--- config.mk ---
export PLATFORM = sky130hd
export DESIGN_NAME = strap_pin_mux
export DESIGN_NICKNAME = d
export VERILOG_FILES = /design/src/strap_pin_pkg.sv /design/src/pin_sync.sv /design/src/strap_pin_mux.sv
export SDC_FILE = /design/constraint.sdc
export NUM_CORES = 1
export LEC_CHECK = 0
export CORE_MARGIN = 1
export CORE_UTILIZATION = 25
export CTS_BUF_LIST = sky130_fd_sc_hd__clkbuf_16
export DETAILED_ROUTE_END_ITERATION = 10
export DONT_BUFFER_PORTS = 1
export GPL_TIMING_DRIVEN = 0
export MAX_ROUTING_LAYER = met4
export PLACE_DENSITY = 0.46
export SYNTH_ARGS = -nofsm -noshare
export SYNTH_HDL_FRONTEND = slang
export SYNTH_SLANG_ARGS = --single-unit
--- constraint.sdc ---
create_clock -name clk -period 6.6 [get_ports clk]
set_input_delay 0.66 -clock clk [delete_from_list [all_inputs] [get_ports clk]]
set_output_delay 0.66 -clock clk [all_outputs]
set_load 0.005 [all_outputs]
--- src/strap_pin_pkg.sv ---
// Constants for the start-up strap and pin function multiplexer
package strap_pin_pkg;

   // ****************************************************************
   // Register byte offsets
   // ****************************************************************
   localparam logic [5:0] off_system_control = 6'h00; // Data pin mode and group select
   localparam logic [5:0] off_power_management = 6'h04; // Multiplier, divider, pin clock
   localparam logic [5:0] off_running_reset = 6'h08; // Running reset enable
   localparam logic [5:0] off_flag_control = 6'h0c; // Flag pin drive
   localparam logic [5:0] off_status = 6'h10; // Read-only state

   // ****************************************************************
   // Field positions
   // ****************************************************************
   localparam int mode_lsb = 0; // Data pin mode, 3 bits
   localparam int group_lsb = 4; // Flag/PWM group select, 4 bits
   localparam int mult_lsb = 0; // PLL multiplier, 6 bits
   localparam int div_lsb = 6; // PLL divider, 2 bits
   localparam int clk_sel_bit = 12; // Pin drives PLL clock instead of reset out
   localparam int run_reset_bit = 0; // Pin becomes running reset input
   localparam int flag_out_lsb = 0; // Flag output levels, 4 bits
   localparam int flag_drive_lsb = 4; // Flag output enables, 4 bits

   // ****************************************************************
   // Data pin modes
   // ****************************************************************
   localparam logic [2:0] mode_port_all = 3'h0; // All pins external port data
   localparam logic [2:0] mode_flags_upper = 3'h1; // Flags/PWM on 31-16
   localparam logic [2:0] mode_flags_mid = 3'h2; // Plus flags on 15-8
   localparam logic [2:0] mode_flags_all = 3'h3; // All flags
   localparam logic [2:0] mode_acq_port = 3'h4; // Acquisition port, port data low byte
   localparam logic [2:0] mode_acq_flags = 3'h5; // Acquisition port, flags low byte
   localparam logic [2:0] mode_reserved = 3'h6; // Must not be selected
   localparam logic [2:0] mode_tristate = 3'h7; // All pins high-impedance

   // ****************************************************************
   // Strap codes and values
   // ****************************************************************
   localparam logic [1:0] boot_spi_slave = 2'h0;
   localparam logic [1:0] boot_spi_master = 2'h1;
   localparam logic [1:0] boot_ext_memory = 2'h2;
   localparam logic [1:0] strap_reserved = 2'h3;
   localparam logic [1:0] ratio_code_6 = 2'h0;
   localparam logic [1:0] ratio_code_32 = 2'h1;
   localparam logic [1:0] ratio_code_16 = 2'h2;
   localparam logic [5:0] mult_6 = 6'h06;
   localparam logic [5:0] mult_32 = 6'h20;
   localparam logic [5:0] mult_16 = 6'h10;

   // ****************************************************************
   // Reset values and counts
   // ****************************************************************
   localparam logic [2:0] mode_reset = 3'h0; // Port data after reset
   localparam logic [1:0] div_reset = 2'h0;
   localparam int lock_cycles = 4096; // Reference clock cycles for PLL lock
   localparam logic [31:0] reset_vector = 32'h0008_0000; // Arbitrary default vector

endpackage

--- src/pin_sync.sv ---
// Three-stage pin input synchroniser with agreement filter
`timescale 1ns/1ps
module pin_sync #(
   parameter int width = 8
) (
   input wire logic clk,
   input wire logic [width-1:0] pin,
   output logic [width-1:0] level
);

   // ****************************************************************
   // Storage
   // ****************************************************************
   typedef struct packed {
      logic [width-1:0] s1; // First stage, read by s2 only
      logic [width-1:0] s2; // Second stage
      logic [width-1:0] s3; // Third stage
      logic [width-1:0] level; // Accepted level
   } sync_t;

   sync_t r;
   sync_t next_r;

   // Shift and accept a bit once stages two and three agree
   always_comb begin
      next_r = r;
      next_r.s1 = pin;
      next_r.s2 = r.s1;
      next_r.s3 = r.s2;
      for (int i = 0; i < width; i++) begin
         if (r.s2[i] == r.s3[i]) begin
            next_r.level[i] = r.s3[i];
         end
      end
   end

   // No reset so that straps flow through while reset is held
   always_ff @(posedge clk) begin
      r <= next_r;
   end

   assign level = r.level;

endmodule

--- src/strap_pin_mux.sv ---
// Start-up strap capture, PLL lock wait and pin function multiplexer
// Behaviour
// - Modes 000-011 place port data and flags
// - Modes 100/101 route acquisition port inputs
// - Mode 110 reserved, 111 tri-states pins
// - Flag/PWM choice changes in groups of four
// - Boot straps: slave, master, external memory
// - Ratio straps select 6, 32 or 16
// - Software multiplier/divider write overrides strap ratio
// - Wait 4096 reference cycles after reset release
// - Then core starts at reset vector
// - Clock pin: reset out, bit 12 clock
// - Running reset bit 0 makes pin input
//
// Implementation choices: the placing of the registers and register access over Avalon-MM.
`timescale 1ns/1ps
module strap_pin_mux #(
   parameter int lock_wait = strap_pin_pkg::lock_cycles,
   parameter logic [31:0] vector = strap_pin_pkg::reset_vector
) (
   input wire logic clk,
   input wire logic rst,
   input wire logic [5:0] avs_address,
   input wire logic avs_read,
   input wire logic avs_write,
   input wire logic [31:0] avs_writedata,
   output logic [31:0] avs_readdata,
   output logic avs_waitrequest,
   input wire logic [1:0] boot_strap_pins,
   input wire logic [1:0] core_ratio_strap_pins,
   output logic [1:0] boot_mode,
   output logic [5:0] pll_multiplier,
   output logic [1:0] pll_divider,
   output logic core_run,
   output logic fetch_start,
   output logic [31:0] fetch_address,
   input wire logic pll_clock_level,
   input wire logic clock_pin_in,
   output logic clock_pin_out,
   output logic clock_pin_oe_n,
   output logic running_reset,
   input wire logic [3:0] flag_pin_in,
   output logic [3:0] flag_pin_out,
   output logic [3:0] flag_pin_oe_n,
   input wire logic [31:0] data_pin_in,
   output logic [31:0] data_pin_out,
   output logic [31:0] data_pin_oe_n,
   input wire logic [31:0] external_port_data_out,
   input wire logic external_port_data_drive,
   output logic [31:0] external_port_data_in,
   input wire logic [15:0] upper_flag_out,
   input wire logic [15:0] upper_flag_drive,
   input wire logic [15:0] pwm_out,
   input wire logic [15:0] lower_flag_out,
   input wire logic [15:0] lower_flag_drive,
   output logic [23:0] parallel_acquisition_port,
   output logic [2:0] data_mode
);

   // ****************************************************************
   // State
   // ****************************************************************
   typedef struct packed {
      logic waitrequest; // Bus stall, high while idle
      logic [31:0] readdata; // Bus read data
      logic [2:0] mode; // Data pin mode
      logic [3:0] group_pwm; // Per group of four: 1 selects PWM
      logic [5:0] mult; // Active multiplier
      logic [1:0] div; // Active divider
      logic clk_sel; // Pin drives PLL clock
      logic override; // Software has set the ratio
      logic run_reset_en; // Pin is running reset input
      logic [3:0] flag_out; // Flag output levels
      logic [3:0] flag_drive; // Flag output enables
      logic captured; // Straps taken since release
      logic [1:0] boot; // Latched boot code
      logic [1:0] ratio; // Latched ratio code
      logic [12:0] lock_cnt; // PLL lock wait counter
      logic locked; // Lock wait complete
      logic core_run; // Core allowed to execute
      logic fetch_start; // One-cycle start pulse
      logic running_reset; // Running reset held by pin
      logic clk_out; // Clock pin level
      logic clk_oe_n; // Clock pin enable, low drives
      logic [3:0] flag_pin_oe_n; // Flag pin enables, low drives
      logic [31:0] data_out; // Data pin levels
      logic [31:0] data_oe_n; // Data pin enables, low drives
      logic [23:0] acq; // Acquisition port capture
   } state_t;

   state_t r;
   state_t next_r;

   // ****************************************************************
   // Pin synchronisers
   // ****************************************************************
   logic [40:0] synced; // Straps, flags, clock pin and data after filtering

   pin_sync #(
      .width(41)
   ) u_sync (
      .clk(clk),
      .pin({boot_strap_pins, core_ratio_strap_pins, flag_pin_in, clock_pin_in, data_pin_in}),
      .level(synced)
   );

   logic [1:0] boot_sync; // Boot strap level
   logic [1:0] ratio_sync; // Ratio strap level
   logic [3:0] flag_sync; // Flag pin levels
   logic clock_pin_sync; // Running reset pin level
   logic [31:0] data_sync; // Data pin levels

   assign boot_sync = synced[40:39];
   assign ratio_sync = synced[38:37];
   assign flag_sync = synced[36:33];
   assign clock_pin_sync = synced[32];
   assign data_sync = synced[31:0];

   // ****************************************************************
   // Next-state logic
   // ****************************************************************
   logic access; // Bus request in its answer cycle
   logic [5:0] strap_mult; // Multiplier decoded from ratio straps

   // Decode ratio straps; reserved code keeps the lowest ratio
   always_comb begin
      unique case (ratio_sync)
         strap_pin_pkg::ratio_code_32: strap_mult = strap_pin_pkg::mult_32;
         strap_pin_pkg::ratio_code_16: strap_mult = strap_pin_pkg::mult_16;
         default: strap_mult = strap_pin_pkg::mult_6;
      endcase
   end

   // Bus, configuration, start-up sequence and pin steering
   always_comb begin
      next_r = r;
      access = (avs_read || avs_write) && !r.waitrequest;
      next_r.fetch_start = 1'b0;

      // Bus answer: drop waitrequest one cycle after a request appears
      if (access) begin
         next_r.waitrequest = 1'b1;
      end else if (avs_read || avs_write) begin
         next_r.waitrequest = 1'b0;
      end
      // Read data stands for the answer cycle only
      next_r.readdata = 32'h0000_0000;
      // Capture read data as the request is taken
      if ((avs_read) && r.waitrequest) begin
         unique case (avs_address)
            strap_pin_pkg::off_system_control: begin
               next_r.readdata[strap_pin_pkg::mode_lsb +: 3] = r.mode;
               next_r.readdata[strap_pin_pkg::group_lsb +: 4] = r.group_pwm;
            end
            strap_pin_pkg::off_power_management: begin
               next_r.readdata[strap_pin_pkg::mult_lsb +: 6] = r.mult;
               next_r.readdata[strap_pin_pkg::div_lsb +: 2] = r.div;
               next_r.readdata[strap_pin_pkg::clk_sel_bit] = r.clk_sel;
            end
            strap_pin_pkg::off_running_reset: begin
               next_r.readdata[strap_pin_pkg::run_reset_bit] = r.run_reset_en;
            end
            strap_pin_pkg::off_flag_control: begin
               next_r.readdata[strap_pin_pkg::flag_out_lsb +: 4] = r.flag_out;
               next_r.readdata[strap_pin_pkg::flag_drive_lsb +: 4] = r.flag_drive;
            end
            // Status is built from live state
            strap_pin_pkg::off_status: begin
               next_r.readdata = {19'h00000, r.override, flag_sync, r.running_reset,
                  r.core_run, r.locked, (r.boot == strap_pin_pkg::strap_reserved) ||
                  (r.ratio == strap_pin_pkg::strap_reserved), r.ratio, r.boot};
            end
            default: next_r.readdata = 32'h0000_0000;
         endcase
      end

      // Register writes take effect at the answer edge
      if (access && avs_write) begin
         unique case (avs_address)
            strap_pin_pkg::off_system_control: begin
               next_r.mode = avs_writedata[strap_pin_pkg::mode_lsb +: 3];
               next_r.group_pwm = avs_writedata[strap_pin_pkg::group_lsb +: 4];
            end
            strap_pin_pkg::off_power_management: begin
               next_r.mult = avs_writedata[strap_pin_pkg::mult_lsb +: 6];
               next_r.div = avs_writedata[strap_pin_pkg::div_lsb +: 2];
               next_r.clk_sel = avs_writedata[strap_pin_pkg::clk_sel_bit];
               next_r.override = 1'b1;
            end
            strap_pin_pkg::off_running_reset: begin
               next_r.run_reset_en = avs_writedata[strap_pin_pkg::run_reset_bit];
            end
            strap_pin_pkg::off_flag_control: begin
               next_r.flag_out = avs_writedata[strap_pin_pkg::flag_out_lsb +: 4];
               next_r.flag_drive = avs_writedata[strap_pin_pkg::flag_drive_lsb +: 4];
            end
            // Unmapped and read-only offsets ignored
            default: begin
               next_r.mode = r.mode;
            end
         endcase
      end

      // Latch straps at the first edge after reset release
      if (!r.captured) begin
         next_r.captured = 1'b1;
         next_r.boot = boot_sync;
         next_r.ratio = ratio_sync;
         // A software ratio survives capture
         if (!r.override) begin
            next_r.mult = strap_mult;
         end
      end

      // Count reference cycles for PLL lock, then let the core run
      if (!r.locked) begin
         if (r.lock_cnt == 13'(lock_wait - 1)) begin
            next_r.locked = 1'b1;
         end
         next_r.lock_cnt = r.lock_cnt + 13'h0001;
      end
      // Running reset follows the filtered pin
      next_r.running_reset = r.run_reset_en && !clock_pin_sync;
      next_r.core_run = r.locked && !r.running_reset;
      // Start pulse as the core is released
      if (r.locked && !r.running_reset && !r.core_run) begin
         next_r.fetch_start = 1'b1;
      end

      // Multi-purpose clock pin: input, PLL clock or reset out
      if (r.run_reset_en) begin
         next_r.clk_oe_n = 1'b1;
         next_r.clk_out = 1'b0;
      end else if (r.clk_sel) begin
         next_r.clk_oe_n = 1'b0;
         next_r.clk_out = pll_clock_level;
      end else begin
         next_r.clk_oe_n = 1'b0;
         next_r.clk_out = r.core_run;
      end

      // Flag pins stay released until software enables a driver
      next_r.flag_pin_oe_n = ~r.flag_drive;

      // Data pin steering per bit
      for (int i = 0; i < 32; i++) begin
         next_r.data_out[i] = external_port_data_out[i];
         next_r.data_oe_n[i] = !external_port_data_drive;
         unique case (r.mode)
            strap_pin_pkg::mode_port_all: begin
               next_r.data_oe_n[i] = !external_port_data_drive;
            end
            strap_pin_pkg::mode_flags_upper, strap_pin_pkg::mode_flags_mid,
            strap_pin_pkg::mode_flags_all: begin
               // Upper half: flag or PWM per group
               if (i >= 16) begin
                  if (r.group_pwm[(i - 16) / 4]) begin
                     next_r.data_out[i] = pwm_out[i - 16];
                     next_r.data_oe_n[i] = 1'b0;
                  end else begin
                     next_r.data_out[i] = upper_flag_out[i - 16];
                     next_r.data_oe_n[i] = !upper_flag_drive[i - 16];
                  end
               end else if ((i >= 8 && r.mode != strap_pin_pkg::mode_flags_upper) ||
                  r.mode == strap_pin_pkg::mode_flags_all) begin
                  next_r.data_out[i] = lower_flag_out[i];
                  next_r.data_oe_n[i] = !lower_flag_drive[i];
               end
            end
            // Acquisition pins are inputs only
            strap_pin_pkg::mode_acq_port, strap_pin_pkg::mode_acq_flags: begin
               if (i >= 8) begin
                  next_r.data_out[i] = 1'b0;
                  next_r.data_oe_n[i] = 1'b1;
               end else if (r.mode == strap_pin_pkg::mode_acq_flags) begin
                  next_r.data_out[i] = lower_flag_out[i];
                  next_r.data_oe_n[i] = !lower_flag_drive[i];
               end
            end
            // Reserved code acts as tri-state
            strap_pin_pkg::mode_reserved, strap_pin_pkg::mode_tristate: begin
               next_r.data_out[i] = 1'b0;
               next_r.data_oe_n[i] = 1'b1;
            end
         endcase
      end

      // Acquisition port sees pins 31-8 only in its modes
      if (r.mode == strap_pin_pkg::mode_acq_port || r.mode == strap_pin_pkg::mode_acq_flags) begin
         next_r.acq = data_sync[31:8];
      end else begin
         next_r.acq = 24'h000000;
      end
   end

   // ****************************************************************
   // State register
   // ****************************************************************
   // Asynchronous reset loads constants only
   always_ff @(posedge clk or posedge rst) begin
      if (rst) begin
         // Clear all, then non-zero values
         r <= '0;
         r.waitrequest <= 1'b1;
         r.mode <= strap_pin_pkg::mode_reset;
         r.mult <= strap_pin_pkg::mult_6;
         r.div <= strap_pin_pkg::div_reset;
         r.clk_oe_n <= 1'b0;
         r.flag_pin_oe_n <= 4'hf;
         r.data_oe_n <= 32'hffff_ffff;
      end else begin
         r <= next_r;
      end
   end

   // ****************************************************************
   // Outputs
   // ****************************************************************
   assign avs_readdata = r.readdata;
   assign avs_waitrequest = r.waitrequest;
   assign boot_mode = r.boot;
   assign pll_multiplier = r.mult;
   assign pll_divider = r.div;
   assign core_run = r.core_run;
   assign fetch_start = r.fetch_start;
   assign fetch_address = vector;
   assign clock_pin_out = r.clk_out;
   assign clock_pin_oe_n = r.clk_oe_n;
   assign running_reset = r.running_reset;
   assign flag_pin_out = r.flag_out;
   assign flag_pin_oe_n = r.flag_pin_oe_n;
   assign data_pin_out = r.data_out;
   assign data_pin_oe_n = r.data_oe_n;
   assign external_port_data_in = data_sync;
   assign parallel_acquisition_port = r.acq;
   assign data_mode = r.mode;

endmodule

==> impl_metrics.json <==
{
  "status": "finished clean",
  "rr_worst_depth": 5,
  "die_w_um": 221.8,
  "switching_share_pct": 24.44,
  "post_drt_wl_per_cell_um": 16.59,
  "timing.final.crit_share_pct": 35.00,
  "start_util_pct": 25.34,
  "drt_iter0_markers": 233,
  "final_core_util_pct": 29.93,
  "dieArea_mm2": 0.04917,
  "netlist_area_mm2": 0.01207,
  "grt_pass1_wl_um": 41700,
  "fin_ws_ns": 4.290,
  "grt_usage_pct": 11.68,
  "dieHeight_um": 221.8,
  "drt-met1-wl_um": 11970,
  "max_freq_mhz": 432.9,
  "cts_setup_buffers": 0,
  "slew_headroom_pct": 50.59,
  "dp_slack_ns": 4.237,
  "cts_sinks": 320,
  "power.total_mw": 4.976,
  "firstDrtPassIters": 4,
  "avgSynthCellArea_um2": 12.55,
  "criticalPathCategory": "reg2reg",
  "comb_power_share_pct": 13.0,
  "htree_levels": 2,
  "cts_tree": "built",
  "arrival_ns": 2.73,
  "final-hold-violation-count": 0,
  "cp-start-kind": "flop",
  "crit_fanout": 10,
  "fin_setup_tns_ns": 0,
  "hpwl_um": 20970,
  "clock-skew-final_ns": 0.02611,
  "grt_max_degree": 87,
  "critPathCaptureType": "flop",
  "internal_power_mw": 3.760,
  "required_ns": 7.02,
  "routed_wl_um": 28080,
  "gp_congestion": 0.7992,
  "synth.top_cells.by_count": "buf_4, dfxtp_1, dfrtp_1, xnor2_1, edfxtp_1",
  "synth_top_cell_by_area": "dfrtp_1",
  "cts_resized": 0,
  "p_leak_nw": 6.263,
  "drv_cap": 0,
  "ys_async_sr_fraction_pct": 48.75,
  "ir_drop_mv": 0.1906,
  "timing.rr.start": "data_mode[0]$_DFFE_PP0P_",
  "synth_edf_count": 41,
  "yosys_most_used_dff": "dfxtp_1",
  "drt.antenna.violating_nets": 0,
  "synth_top_area_share_pct": 24.25,
  "grt_pass1_vias": 6655,
  "io_buffers": 0,
  "yosysMostFrequentCell": "buf_4",
  "route.detailed.drc": 0,
  "hold_class": "in2async",
  "insertion_delay_ns": 0.54,
  "maxSlewViolCount": 0,
  "final_nets": 1251,
  "coreArea_mm2": 0.04765,
  "rsz0062_at_grt": "false",
  "io_pins": 408,
  "tightest_slew_ns": 0.7412,
  "synth_cell_types": 48,
  "r2r_slack_ns": 4.29,
  "via_count": 6663,
  "synth_cells": 962,
  "path_clk_slew_ns": 0.06,
  "seq_power_share_pct": 46.7,
  "cts_buffer_depth": 3,
  "r2r_end": "data_pin_oe_n[19]$_DFF_PP1_",
  "synth_warnings": 0,
  "p_clk_share_pct": 40.2,
  "cts_hold_buf": 0,
  "met2_length_um": 13270,
  "yosysSeqAreaShare_pct": 63.33,
  "p_per_area_mw_per_mm2": 349.0,
  "rows": 80,
  "met3_length_um": 2057,
  "yosys-top-cells-area": "dfrtp_1, dfxtp_1, buf_4",
  "setup_viol": 0,
  "drive_gt1_share_pct": 31.91,
  "period_minus_slack_ns": 2.310,
  "ys_seq_elements": 320,
  "dr.max_layer_used": "met4",
  "power.switching_mw": 1.216,
  "area_delta_synth_final_pct": 18.11,
  "antenna_found_initial": 0,
  "viasPerCell": 3.936,
  "antennaDiodeCount": 0,
  "cts_root_buffer": "clkbuf_16",
  "overflow": 0,
  "numCtsBuffers": 36
}
==> per-stage QoR <==
stage / std cells / cell area (um2) / hold WS, ns
finish: 1693 / 14260 / 0.01029
global route: 1693 / 14260 / 0.02219
CTS: 1693 / 14260 / 0.001167
detailed placement: 1628 / 13070 / 0.3121
global placement: 1627 / 13030 / 0.3104
floorplan: 1012 / 12260 / 0.3096
==> cell type report <==
type / count / area, um2
fillers: 4870 / 33390
clock inverters: 27 / 242.7
multi-input cells: 430 / 2850
plain buffers: 244 / 1697
well taps: 615 / 769.5
inverters: 18 / 75.07
clock buffers: 38 / 950.9
repair buffers: 1 / 27.53
flip-flops and latches: 320 / 7646
==> cell usage in the layout (no fill, tap or decap), types with 3 or more instances in the layout <==
master,synthesis,layout
or2_2,3,3
dfstp_2,39,39
nand4_1,4,4
nor3_1,5,5
o22ai_1,8,8
buf_1,7,7
and2_1,28,28
ha_1,3,3
edfxtp_1,41,41
buf_2,9,9
mux2_2,30,30
a21o_1,16,16
nor2_1,35,35
nor4_1,3,3
bufinv_16,0,4
dfxtp_1,123,123
xnor2_1,48,48
a211oi_1,16,16
nand3_1,29,29
clkbuf_1,23,23
clkinv_2,0,4
xor2_1,6,6
mux2i_1,26,26
clkbuf_16,0,38
conb_1,2,52
nor2b_1,12,12
o21ai_0,33,33
nand2_1,18,18
inv_1,18,24
clkinv_1,0,6
buf_4,205,205
clkinvlp_4,0,3
a21oi_1,12,12
dfrtp_1,117,117
o211ai_1,8,8
nand2b_1,6,6
a31oi_1,10,10
==> registers in the layout (all words and copies together) (netlist names), 3 cells and up <==
signal                     count
avs_readdata                  13
data_mode                      3
data_pin_oe_n                 32
data_pin_out                  32
flag_pin_oe_n                  4
flag_pin_out                   4
parallel_acquisition_port     24
pll_multiplier                 6
r                             28
u_sync.level                  41
u_sync.next_r                 82
u_sync.r                      41
==> per-layer routing <==
| metal | vias to the layer above | global-route usage [%] |
|---|---|---|
| met5 | - | - |
| met4 | 0 | 4.794 |
| met3 | 51 | 3.446 |
| met2 | 252 | 18.43 |
| met1 | 3221 | 13.90 |
| li1 | 3139 | - |
==> logic make-up after synthesis <==
kind of cell / after synthesis / synth area share, %
fa+ha+maj: 3 / 0.3109
buf+inv: 262 / 14.61
xor+xnor: 54 / 3.917
other cells: 2 / 0.06221
simple gates: 156 / 7.099
compound gates: 109 / 5.711
flops: 320 / 63.33
mux: 56 / 4.954
==> worst max path at each step <==
stage	start	depth (start not counted)	slack [ns]	to
after global routing	data_mode[0]$_DFFE_PP0P_	4	4.07	data_pin_oe_n[2]$_DFF_PP1_
after global placement	rst	1	-0.58	clock_pin_oe_n$_DFF_PP0_
final	data_mode[0]$_DFFE_PP0P_	5	4.29	data_pin_oe_n[19]$_DFF_PP1_
after CTS	data_mode[0]$_DFFE_PP0P_	4	4.20	data_pin_oe_n[2]$_DFF_PP1_
after detailed placement	data_mode[0]$_DFFE_PP0P_	4	4.24	data_pin_oe_n[2]$_DFF_PP1_
after floorplan	rst	1	1.80	avs_readdata[0]$_DFF_PP0_
==> power by group through the flow <==
stage          Clock [mW]  Combinational (mW)  Sequential, mW
3_5_place_dp            0               0.662            2.37
2_1_floorplan           0               0.520            2.33
3_3_place_gp            0               0.654            2.36
4_1_cts              2.08               0.663            2.33
6_report             2.00               0.649            2.33
5_1_grt              2.16               0.712            2.35
==> worst max-delay path, stage by stage, from the launching register on <==
cell and delay (ns):
dfrtp_1 0.69, clkbuf_1 0.49, nor3_1 0.16, nor2_1 0.36, clkbuf_1 0.32, o21ai_0 0.17
No activity file was read; power rests on OpenSTA's default activity.
